### config.mk
export PLATFORM = sky130hd
export DESIGN_NAME = fbsl_slave
export DESIGN_NICKNAME = d
export VERILOG_FILES = /design/src/design/fbsl_pkg.sv /design/src/design/fbsl_slave.sv
export SDC_FILE = /design/constraint.sdc
export NUM_CORES = 1
export LEC_CHECK = 0
export BUFFER_PORTS_ARGS = -buffer_cell sky130_fd_sc_hd__buf_2
export CORE_MARGIN = 1
export CORE_UTILIZATION = 47
export DETAILED_ROUTE_END_ITERATION = 7
export HOLD_SLACK_MARGIN = 0.03
export MAX_ROUTING_LAYER = met4
export PLACE_DENSITY = 0.76
export SLEW_MARGIN = 40
export SYNTH_ARGS = -nofsm -noshare
export SYNTH_HDL_FRONTEND = slang
export SYNTH_SLANG_ARGS = --single-unit
### constraint.sdc
create_clock -name sys_clk -period 1.8 [get_ports sys_clk]
set_clock_uncertainty 0.15 [all_clocks]
set_input_delay 0.18 -clock sys_clk [delete_from_list [all_inputs] [get_ports sys_clk]]
set_output_delay 0.18 -clock sys_clk [all_outputs]
set_load 0.02 [all_outputs]
### src/design/fbsl_pkg.sv
package fbsl_pkg;

   // ------------------------------------------------------------------
   // Slave states
   // ------------------------------------------------------------------
   typedef enum logic [1:0] {
      FBSL_INIT,
      FBSL_PREOP,
      FBSL_SAFEOP,
      FBSL_OP
   } fbsl_state_t;

   // ------------------------------------------------------------------
   // Pattern timing
   // ------------------------------------------------------------------
   localparam int FBSL_CLK_MHZ = 200;
   localparam int FBSL_PHASE_MS = 200;
   localparam int FBSL_PHASE_CYC = FBSL_PHASE_MS * 1000 * FBSL_CLK_MHZ;
   localparam int FBSL_PHASES = 6;
   localparam logic [2:0] FBSL_PHASE_LAST = 3'h5;
   localparam logic [2:0] FBSL_PHASE_FIRST = 3'h0;
   localparam logic [2:0] FBSL_PHASE_SECOND = 3'h2;
   localparam int FBSL_PORTS = 2;

   // ------------------------------------------------------------------
   // Carriers
   // ------------------------------------------------------------------
   typedef struct packed {
      logic req;
      fbsl_state_t target;
   } fbsl_cmd_t;

   typedef struct packed {
      logic fatal;
      logic bad_config;
      logic unsolicited;
      logic wd_expired;
      logic app_fail;
   } fbsl_err_t;

   typedef struct packed {
      logic green;
      logic red;
   } fbsl_led_t;

   typedef struct packed {
      logic mailbox;
      logic tx_cyclic;
      logic rx_cyclic;
   } fbsl_svc_t;

endpackage

### src/design/fbsl_slave.sv
// Functional notes
// Two ports; either may face the master, the other forwards onward.
// Status LED: off init, solid op, blink preop, single flash safeop, red fatal.
// Error LED: off, blink bad config, one flash unsolicited, solid app failure.
// Watchdog expiry shows a red double flash on the error LED.
// Link LED off without link, solid green with link and no traffic.
// Link LED blinks green while link present and frames seen.
// Exactly four states; only the master directs transitions.
// Reset starts in Init; master normally advances to Operational.
// Init none; preop mailbox; safeop adds input data; op adds output data.
// Sent cyclic data read-only measurements; received cyclic data writable set points.
// Set points arrive via received mapping; measurements leave via sent mapping.
// Mailbox service only on master request, no timing guarantee.
// Master avoids mailbox writes to variables also mapped in output data.
// Patterns come from a free-running timer with parameterised period.
module fbsl_slave
   import fbsl_pkg::*;
#(
   parameter int PHASE_CYC = fbsl_pkg::FBSL_PHASE_CYC,
   parameter int DATA_W = 16
) (
   // Clock and reset
   input wire logic sys_clk,
   input wire logic reset_n,
   // State control from the master
   input wire fbsl_pkg::fbsl_cmd_t cmd,
   output fbsl_pkg::fbsl_state_t state,
   output fbsl_pkg::fbsl_svc_t svc_open,
   // Error sources
   input wire fbsl_pkg::fbsl_err_t err,
   // Indicators
   output fbsl_pkg::fbsl_led_t run_led,
   output fbsl_pkg::fbsl_led_t err_led,
   // Ports: link and frame activity per port
   input wire logic [fbsl_pkg::FBSL_PORTS-1:0] link_up,
   input wire logic [fbsl_pkg::FBSL_PORTS-1:0] frame_seen,
   output logic [fbsl_pkg::FBSL_PORTS-1:0] link_led_green,
   output logic [fbsl_pkg::FBSL_PORTS-1:0] upstream_port,
   // Mailbox service
   input wire logic mbx_req,
   output logic mbx_ack,
   // Received cyclic data: set points
   input wire logic rx_valid,
   input wire logic [DATA_W-1:0] rx_data,
   output logic [DATA_W-1:0] setpoint,
   // Sent cyclic data: measurements
   input wire logic [DATA_W-1:0] measurement,
   input wire logic tx_read,
   output logic tx_valid,
   output logic [DATA_W-1:0] tx_data
);
   import fbsl_pkg::*;

   // ------------------------------------------------------------------
   // State record
   // ------------------------------------------------------------------
   typedef struct packed {
      fbsl_state_t st;
      fbsl_svc_t svc;
      logic [FBSL_PORTS-1:0] upstream;
      logic mbx_ack;
      logic [DATA_W-1:0] setpoint;
      logic tx_valid;
      logic [DATA_W-1:0] tx_data;
      fbsl_led_t run_led;
      fbsl_led_t err_led;
   } fbsl_regs_t;

   fbsl_regs_t r;
   fbsl_regs_t next_r;

   logic phase_end;
   logic blink_on;
   logic flash1_on;
   logic flash2_on;

   // ------------------------------------------------------------------
   // Pattern timer and per-port link indicators
   // ------------------------------------------------------------------
   // One shared timer keeps every indicator in step with the others
   fbsl_pattern #(
      .PHASE_CYC(PHASE_CYC)
   ) u_fbsl_pattern (
      .sys_clk(sys_clk),
      .reset_n(reset_n),
      .phase_end(phase_end),
      .blink_on(blink_on),
      .flash1_on(flash1_on),
      .flash2_on(flash2_on)
   );

   for (genvar i = 0; i < FBSL_PORTS; i++) begin : g_port
      fbsl_port_led u_fbsl_port_led (
         .sys_clk(sys_clk),
         .reset_n(reset_n),
         .phase_end(phase_end),
         .blink_on(blink_on),
         .link_up(link_up[i]),
         .frame_seen(frame_seen[i]),
         .led_green(link_led_green[i])
      );
   end

   // ------------------------------------------------------------------
   // Next state
   // ------------------------------------------------------------------
   always_comb begin
      next_r = r;

      // Only master commands move the state; never self-advancing
      if (cmd.req) begin
         next_r.st = cmd.target;
      end

      // Gates are registered with the state so they change on the same edge
      next_r.svc.mailbox = next_r.st != FBSL_INIT;
      next_r.svc.tx_cyclic = (next_r.st == FBSL_SAFEOP) || (next_r.st == FBSL_OP);
      next_r.svc.rx_cyclic = next_r.st == FBSL_OP;

      // First port with a link becomes the one facing the master;
      // the other then forwards. Held until that link drops.
      if ((r.upstream & link_up) == '0) begin
         next_r.upstream = '0;
         for (int i = FBSL_PORTS - 1; i >= 0; i--) begin
            if (link_up[i]) begin
               next_r.upstream = '0;
               next_r.upstream[i] = 1'b1;
            end
         end
      end

      // Mailbox answered on request only, from pre-operational on
      next_r.mbx_ack = mbx_req && (r.st != FBSL_INIT);

      // Set points only written in operational
      if (rx_valid && r.st == FBSL_OP) begin
         next_r.setpoint = rx_data;
      end

      // Measurements offered from safe-operational on; read-only outward
      if (r.st == FBSL_SAFEOP || r.st == FBSL_OP) begin
         if (!r.tx_valid || tx_read) begin
            next_r.tx_data = measurement;
            next_r.tx_valid = 1'b1;
         end
      end else begin
         next_r.tx_valid = 1'b0;
      end

      // Status LED
      next_r.run_led = '0;
      if (err.fatal) begin
         next_r.run_led.red = 1'b1;
      end else begin
         unique case (r.st)
            FBSL_INIT: next_r.run_led.green = 1'b0;
            FBSL_PREOP: next_r.run_led.green = blink_on;
            FBSL_SAFEOP: next_r.run_led.green = flash1_on;
            FBSL_OP: next_r.run_led.green = 1'b1;
         endcase
      end

      // Error LED: most serious condition wins
      next_r.err_led = '0;
      if (err.app_fail) begin
         next_r.err_led.red = 1'b1;
      end else if (err.wd_expired) begin
         next_r.err_led.red = flash2_on;
      end else if (err.unsolicited) begin
         next_r.err_led.red = flash1_on;
      end else if (err.bad_config) begin
         next_r.err_led.red = blink_on;
      end
   end

   // ------------------------------------------------------------------
   // Registers
   // ------------------------------------------------------------------
   always_ff @(posedge sys_clk) begin
      if (!reset_n) begin
         r <= '0;
         r.st <= FBSL_INIT;
      end else begin
         r <= next_r;
      end
   end

   // ------------------------------------------------------------------
   // Outputs
   // ------------------------------------------------------------------
   assign state = r.st;
   assign svc_open = r.svc;
   assign run_led = r.run_led;
   assign err_led = r.err_led;
   assign upstream_port = r.upstream;
   assign mbx_ack = r.mbx_ack;
   assign setpoint = r.setpoint;
   assign tx_valid = r.tx_valid;
   assign tx_data = r.tx_data;

endmodule

// ------------------------------------------------------------------
// Pattern timer
// ------------------------------------------------------------------
// Six phases a period. Reset only aligns the count; nothing stalls it,
// so a pattern is never cut short by activity elsewhere in the block.
module fbsl_pattern
   import fbsl_pkg::*;
#(
   parameter int PHASE_CYC = fbsl_pkg::FBSL_PHASE_CYC
) (
   // Clock and reset
   input wire logic sys_clk,
   input wire logic reset_n,
   // Phase strobes
   output logic phase_end,
   output logic blink_on,
   output logic flash1_on,
   output logic flash2_on
);
   import fbsl_pkg::*;

   typedef struct packed {
      logic [31:0] tick;
      logic [2:0] phase;
   } fbsl_pat_t;

   fbsl_pat_t r;
   fbsl_pat_t next_r;

   always_comb begin
      next_r = r;
      if (phase_end) begin
         next_r.tick = '0;
         next_r.phase = (r.phase == FBSL_PHASE_LAST) ? FBSL_PHASE_FIRST : r.phase + 3'h1;
      end else begin
         next_r.tick = r.tick + 32'h1;
      end
   end

   always_ff @(posedge sys_clk) begin
      if (!reset_n) begin
         r <= '0;
      end else begin
         r <= next_r;
      end
   end

   // Double flash lights phases 0 and 2 so it cannot be mistaken for
   // the single flash or the even-phase blink.
   assign phase_end = r.tick == 32'(PHASE_CYC - 1);
   assign blink_on = r.phase[0] == 1'b0;
   assign flash1_on = r.phase == FBSL_PHASE_FIRST;
   assign flash2_on = (r.phase == FBSL_PHASE_FIRST) || (r.phase == FBSL_PHASE_SECOND);
endmodule

// ------------------------------------------------------------------
// Link indicator, one per port
// ------------------------------------------------------------------
module fbsl_port_led (
   // Clock and reset
   input wire logic sys_clk,
   input wire logic reset_n,
   // Pattern strobes
   input wire logic phase_end,
   input wire logic blink_on,
   // Port status
   input wire logic link_up,
   input wire logic frame_seen,
   // Indicator
   output logic led_green
);
   import fbsl_pkg::*;

   typedef struct packed {
      logic act;
      logic act_seen;
      logic led;
   } fbsl_port_t;

   fbsl_port_t r;
   fbsl_port_t next_r;

   // Activity is gathered over a whole phase and shown in the next one,
   // so a single short frame still blinks the LED off if the next phase is odd, at the cost
   // of up to one phase of delay.
   always_comb begin
      next_r = r;
      if (phase_end) begin
         next_r.act = r.act_seen | frame_seen;
         next_r.act_seen = 1'b0;
      end else begin
         next_r.act_seen = r.act_seen | frame_seen;
      end
      if (!link_up) begin
         next_r.led = 1'b0;
      end else if (r.act) begin
         next_r.led = blink_on;
      end else begin
         next_r.led = 1'b1;
      end
   end

   always_ff @(posedge sys_clk) begin
      if (!reset_n) begin
         r <= '0;
      end else begin
         r <= next_r;
      end
   end

   assign led_green = r.led;
endmodule

==> flow_summary.ini, run 1 <==
[timing]
holdWs_ps = 61.5
maxSlewViolCount = 0
fin_crit_sh_pct = 108
setup_viol = 32
timing.fmax_mhz = 513
rsz0062_at_grt = yes
finalSetupTns_ps = -3500
min_period_ps = 1950
finalHoldViolCount = 0
setup_ws_ps = -148

[cells_and_area]
antennaDiodeCount = 0
drive_gt1_share_pct = 44.9
area_delta_synth_final_pct = 62.0
nNetsFinal = 658
fin_util_pct = 78.6
instances_no_fill = 712
fillCellCount = 410

[cts]
cts_tree = built
cts_root_buffer = clkbuf_8
worstSkewPairLatency_ps = 370
clock_path_buffers = 2
clkSinkCount = 84
clkTransAtPathRegs_ps = 90
cts_max_level = 3
cts_buffers = 9

[route]
vias = 4066
drt-total-wl_um = 12500
drt_pass1_iterations = 6
wl_per_cell_um = 17.5
vias_per_cell = 5.71
first_iter_violations = 254
drtAntennaViolNets = 0
remaining_drc_errors = 0

[logic_synthesis]
synth_edf_count = 0
postSynthAreaPerCell_sq_um = 8.76
yosys.area.top_type = dfxtp_1
syn_area_sq_um = 3500
synthCells = 400
netlist_top_cells_count = dfxtp_1 (84), nand2_1 (57), a21oi_1 (39), nor2_1 (39), mux2i_1 (20)
syn-num-nets = 450
synthArstFlopShare_pct = 0
synth_cell_types = 49
ys.warnings.count = 0
synth-seq-area-share_pct = 48.0
synth.area.top_cells = dfxtp_1 (48%), nand2_1 (6.1%), mux2i_1 (5.7%)
ys.flop_type = dfxtp_1
synth_top_area_share_pct = 48.0
ys_ff_latch = 84
synth_most_common_cell = dfxtp_1

[critical_path]
critPathKind = register to register
crit_path_end_kind = register
rr_startpoint = u_fbsl_pattern.r[15]
start_kind = register
crit_path_start = u_fbsl_pattern.r[15]
worst_ep_arrival_time_ps = 2100
crit_required_ps = 1950
cp_max_fo = 6

[floorplan]
start_util_pct = 48.5
die_h_um = 88.3
die_x_um = 88.3
io_pins = 96
core_region_area_sq_um = 7210
num_rows = 31
die-area_sq_um = 7800

[power_and_ir_drop]
leakagePower_nw = 2.43
ir_drop_mv = 0.575
power_mw = 3.64
p_per_area_nw_per_um2 = 643

[global_route]
grt_max_degree = 20
busiest_layer = met2
overflow = 0
grt_pass1_wl_um = 17500
antenna_found_initial = 0
grtUsageTotal_pct = 30.1
grt_use_met2_pct = 54.0
groute.layer.met1.usage_pct = 30.7
grtUsageMet3_pct = 7.74
grt_pass1_vias = 3882

[placed_design]
dp_hpwl_um = 6380
gp_congestion = 0.840
dp.cells = 634
numPortBuffers = 94

[flow_run]
drv_cap = 0

[worst_hold_path]
hp-start = cmd[2]
min_path_type = primary input to register

[status]
violations = negative setup slack
status = finished with violations
==> cells in the final DEF (no fill, tap or decap), drive strengths merged, types with 8 or more instances in the layout <==
cell         netlist  final
o21ai              8      8
nand3             14     14
nand4             10     10
dfxtp             84     84
nor2              39     39
clkbuf            14     11
o31ai             12     12
buf                9    177
mux2i             20     20
dlygate4sd3        0     41
or4               13     14
or3                9      9
inv                8     10
a21oi             39     39
nand2             57     57
==> metal layers <==
metal  wire length, um  vias to the layer above
met5                 0                        -
met4               584                        0
met3               667                       62
met2              6480                      193
met1              4750                     1951
li1                  -                     1860
==> worst max-delay path: stages (launching register included) <==
cell and delay [ps]:
dfxtp_4 380, nand4_1 140, or4_4 620, or4b_1 480, a21oi_1 120
==> cells by family after synthesis <==
group                    after synthesis  synth area share, %
AND/OR/NAND/NOR                      173                 25.5
flip-flops                            84                 48.0
AO/OA/AOI/OAI                         80                 13.9
buffers and inverters                 32                 4.04
multiplexers                          21                 6.04
XOR/XNOR                               8                 2.00
adder cells (fa/ha/maj)                1                0.357
other                                  1                0.107
==> sequential cells by signal, indices dropped and copies added, names as in the netlist <==
signal and count:
state 2, tx_data 16, svc_open 2, tx_valid 1, setpoint 16, run_led 2, mbx_ack 1, g_port.u_fbsl_port_led.r 4
u_fbsl_pattern.r 35, err_led 1, g_port.u_fbsl_port_led.led_green 2, upstream_port 2
==> power by group <==
| part | internal [mW] | switching (mW) | total, mW |
|---|---|---|---|
| Combinational | 0.227 | 0.223 | 0.449 |
| Sequential | 1.90 | 0.0365 | 1.94 |
| Clock | 0.511 | 0.746 | 1.26 |
| Total | 2.64 | 1.01 | 3.64 |
==> stage by stage <==
step	instance area (sq um)	setup slack (ps)
2_1_floorplan	3580	-113
3_5_place_dp	4540	-190
6_report	5670	-148
3_3_place_gp	4540	-151
4_1_cts	5380	-137
5_1_grt	5670	-234
==> final timing paths <==
check	cells after the start	slack, ps	end
max reg2reg	4	-150	u_fbsl_pattern.r[32]
max	4	-150	u_fbsl_pattern.r[32]
min reg2reg	2	310	setpoint[14]
min	3	60	state[0]
==> area by class of cell <==
type / instances / area [sq um] / area share [%]
multi-input cells: 285 / 2000 / 35.3
flip-flops and latches: 84 / 1720 / 30.4
repair buffers: 219 / 1620 / 28.5
clock buffers: 10 / 128 / 2.25
well taps: 99 / 124 / 2.18
clock inverters: 6 / 47.5 / 0.838
inverters: 9 / 33.8 / 0.596
==> timing repair <==
action / CTS / global route
buffers inserted: 12 / 9
endpoints found under the hold margin: 45 / 0
hold buffers: 41 / 0
cloned: 3 / 1
resized for setup: 29 / 62
pin swaps: 15 / 19
setup endpoints to repair: 31 / 34
Power figures use the tool's default switching activity.
==> run 2: changes to the inputs <==
BUFFER_PORTS_ARGS = not set   (was -buffer_cell sky130_fd_sc_hd__buf_2)
CORE_UTILIZATION = 56   (was 47)
DONT_BUFFER_PORTS = 1   (was not set)
PLACE_DENSITY = 0.74   (was 0.76)
==> run 2 against run 1 <==
The run ends with design-rule violations, negative setup slack left. Critical path depth up 1. Clock power up 10%. Via count up 3.0%. Final area down 6.6%. Combinational power down 26%. Sequential power up 2%. Clock-buffer cell count unchanged. Flip-flop and latch count unchanged. First-iteration DRC count up 96%. Routed wire length up 15%. Setup slack worse by 110 ps. Critical path type unchanged. Highest routed layer unchanged.
==> flow_summary.ini, run 2 (synthesis results as in run 1) <==
[status]
status = finished with violations
violations = design-rule violations, negative setup slack

[power_and_ir_drop]
p_sw_mw = 1.02
p_comb_share_pct = 9.0
p_sw_share_pct = 27.7
internal_power_mw = 2.67
clkPwrFrac_pct = 37.5
pwr-share-seq_pct = 53.4
p_per_area_nw_per_um2 = 698
ir_drop_mv = 0.714
leakagePower_nw = 2.13

[floorplan]
num_rows = 28
die_h_um = 81.1
core_region_area_sq_um = 5990
io_pins = 96
start_util_pct = 58.5
die_x_um = 81.1
die-area_sq_um = 6570

[critical_path]
worst_ep_arrival_time_ps = 2150
crit_slowest_cell = or4b_4
critical_path.top_delay_family = simple AND/OR/NAND/NOR gates
cp_max_fo = 5
slowest_delay_ps = 540
crit_path_end_kind = register
cp.buffers_inverters = 1
critPathKind = register to register
start_kind = register
crit_required_ps = 1890
path_cells = or4b_4 > buf_4 > or2_4 > o311ai_4 > a31oi_1

[route]
first_iter_violations = 497
wl_met3_um = 1530
drt_pass1_iterations = 8
wl_per_cell_um = 23.5
top_layer = met4
drt-total-wl_um = 14400
drtAntennaViolNets = 0
vias = 4187
wl_met2_um = 6960
drt-met1-wl_um = 4660
vias_per_cell = 6.86
remaining_drc_errors = 4

[global_route]
grt_max_degree = 26
grt_pass1_wl_um = 18700
grtUsageTotal_pct = 39.6
grt_pass1_vias = 3873
antenna_found_initial = 1
overflow = 0

[cts]
worstSkewPairLatency_ps = 370
cts_max_level = 3
clkTransAtPathRegs_ps = 110
clock_path_buffers = 2
cts_root_buffer = clkbuf_8
cts_buffers = 9
clkSinkCount = 84
cts_tree = built

[timing]
finalHoldViolCount = 0
min_period_ps = 2060
worst_slew_pin_slew_ps = 635
holdWs_ps = 170
timing.fmax_mhz = 485
rsz0062_at_grt = yes
maxSlewViolCount = 0
slew_headroom_pct = 57.5
setup_ws_ps = -262
setup_viol = 34
fin_crit_sh_pct = 115
finalSetupTns_ps = -6900

[placed_design]
dp_hpwl_um = 5660
gp_congestion = 0.881
numPortBuffers = 0

[cells_and_area]
layout_commonest_cell = buf_4
largest_register = u_fbsl_pattern.r
drive_gt1_share_pct = 34.8
final_cell_mix = buf_4 (75), dfxtp_1 (60), nand2_1 (55)
largest_reg_flops = 35
nNetsFinal = 579
area_delta_synth_final_pct = 51.3
fillCellCount = 234

[worst_hold_path]
min_path_type = primary input to register

[flow_run]
drv_cap = 0
run 2: cell count changes in the layout (fill, tap and decap cells not counted), sizes merged:
cell	change
diode	+1
clkbuf	-1
dlymetal6s4s	+1
dlygate4sd3	+7
inv	+2
clkinv	+1
buf	-87
clkinvlp	-3
or3	+1
run 2: stage by stage:
step / instance area, sq um / total power [mW] / util (%) / setup WS (ps) / std cells
finish: 5300 / 3.70 / 88.5 / -262 / 610
global route: 5300 / 3.79 / 88.5 / -330 / 610
CTS: 5130 / 3.63 / 85.6 / -136 / 605
detailed placement: 4040 / 2.20 / 67.5 / -175 / 516
global placement: 4040 / 2.19 / 67.5 / -113 / 516
floorplan: 3580 / 2.15 / - / -113 / 400
run 2: area by class of cell:
type / count / area, sq um / share of cell area [%]
clock buffer: 10 / 149 / 2.81
clock inverter: 6 / 48.8 / 0.921
antenna: 1 / 2.50 / 0.0472
inverter: 9 / 37.5 / 0.708
multi-input combinational: 286 / 1990 / 37.6
sequential: 84 / 1730 / 32.7
timing repair buffer: 139 / 1240 / 23.4
tap: 75 / 93.8 / 1.77
run 2: final timing paths:
| kind | startpoint | to | slack [ps] | depth (start not counted) |
|---|---|---|---|---|
| worst max-delay path | u_fbsl_pattern.r[18] | u_fbsl_pattern.r[8] | -260 | 5 |
| worst min register to register | g_port[0].u_fbsl_port_led.r[2] | g_port[0].u_fbsl_port_led.led_green | 330 | 1 |
| worst min-delay path | tx_read | tx_data[8] | 170 | 4 |
| worst max register to register | u_fbsl_pattern.r[18] | u_fbsl_pattern.r[8] | -260 | 5 |
run 2: worst min-delay path, delay by kind of cell:
family,cells,cell delay (ps)
AO/OA/AOI/OAI,1,40
buffers and inverters,1,220
multiplexers,1,150
AND/OR/NAND/NOR,1,70
run 2: routing by layer:
metal | vias up | global-route usage, %
met5 | - | -
met2 | 402 | 69.7
met3 | 147 | 8.88
met1 | 1940 | 38.7
li1 | 1698 | -
met4 | 0 | 26.6
run 2: repair_timing:
item / CTS / global route
buffers inserted: 19 / 9
pin swaps: 25 / 18
cloned: 5 / 0
resized for setup: 51 / 45
endpoints found under the hold margin: 57 / 0
hold buffers: 49 / 0
endpoints found under the setup margin: 33 / 35
run 2: power by group through the flow:
| stage | registers (mW) | clock network, mW | logic (mW) |
|---|---|---|---|
| floorplan | 2.02 | 0 | 0.129 |
| CTS | 1.97 | 1.35 | 0.304 |
| detailed placement | 2.02 | 0 | 0.177 |
| global route | 1.98 | 1.46 | 0.351 |
| finish | 1.98 | 1.39 | 0.334 |
| global placement | 2.02 | 0 | 0.168 |
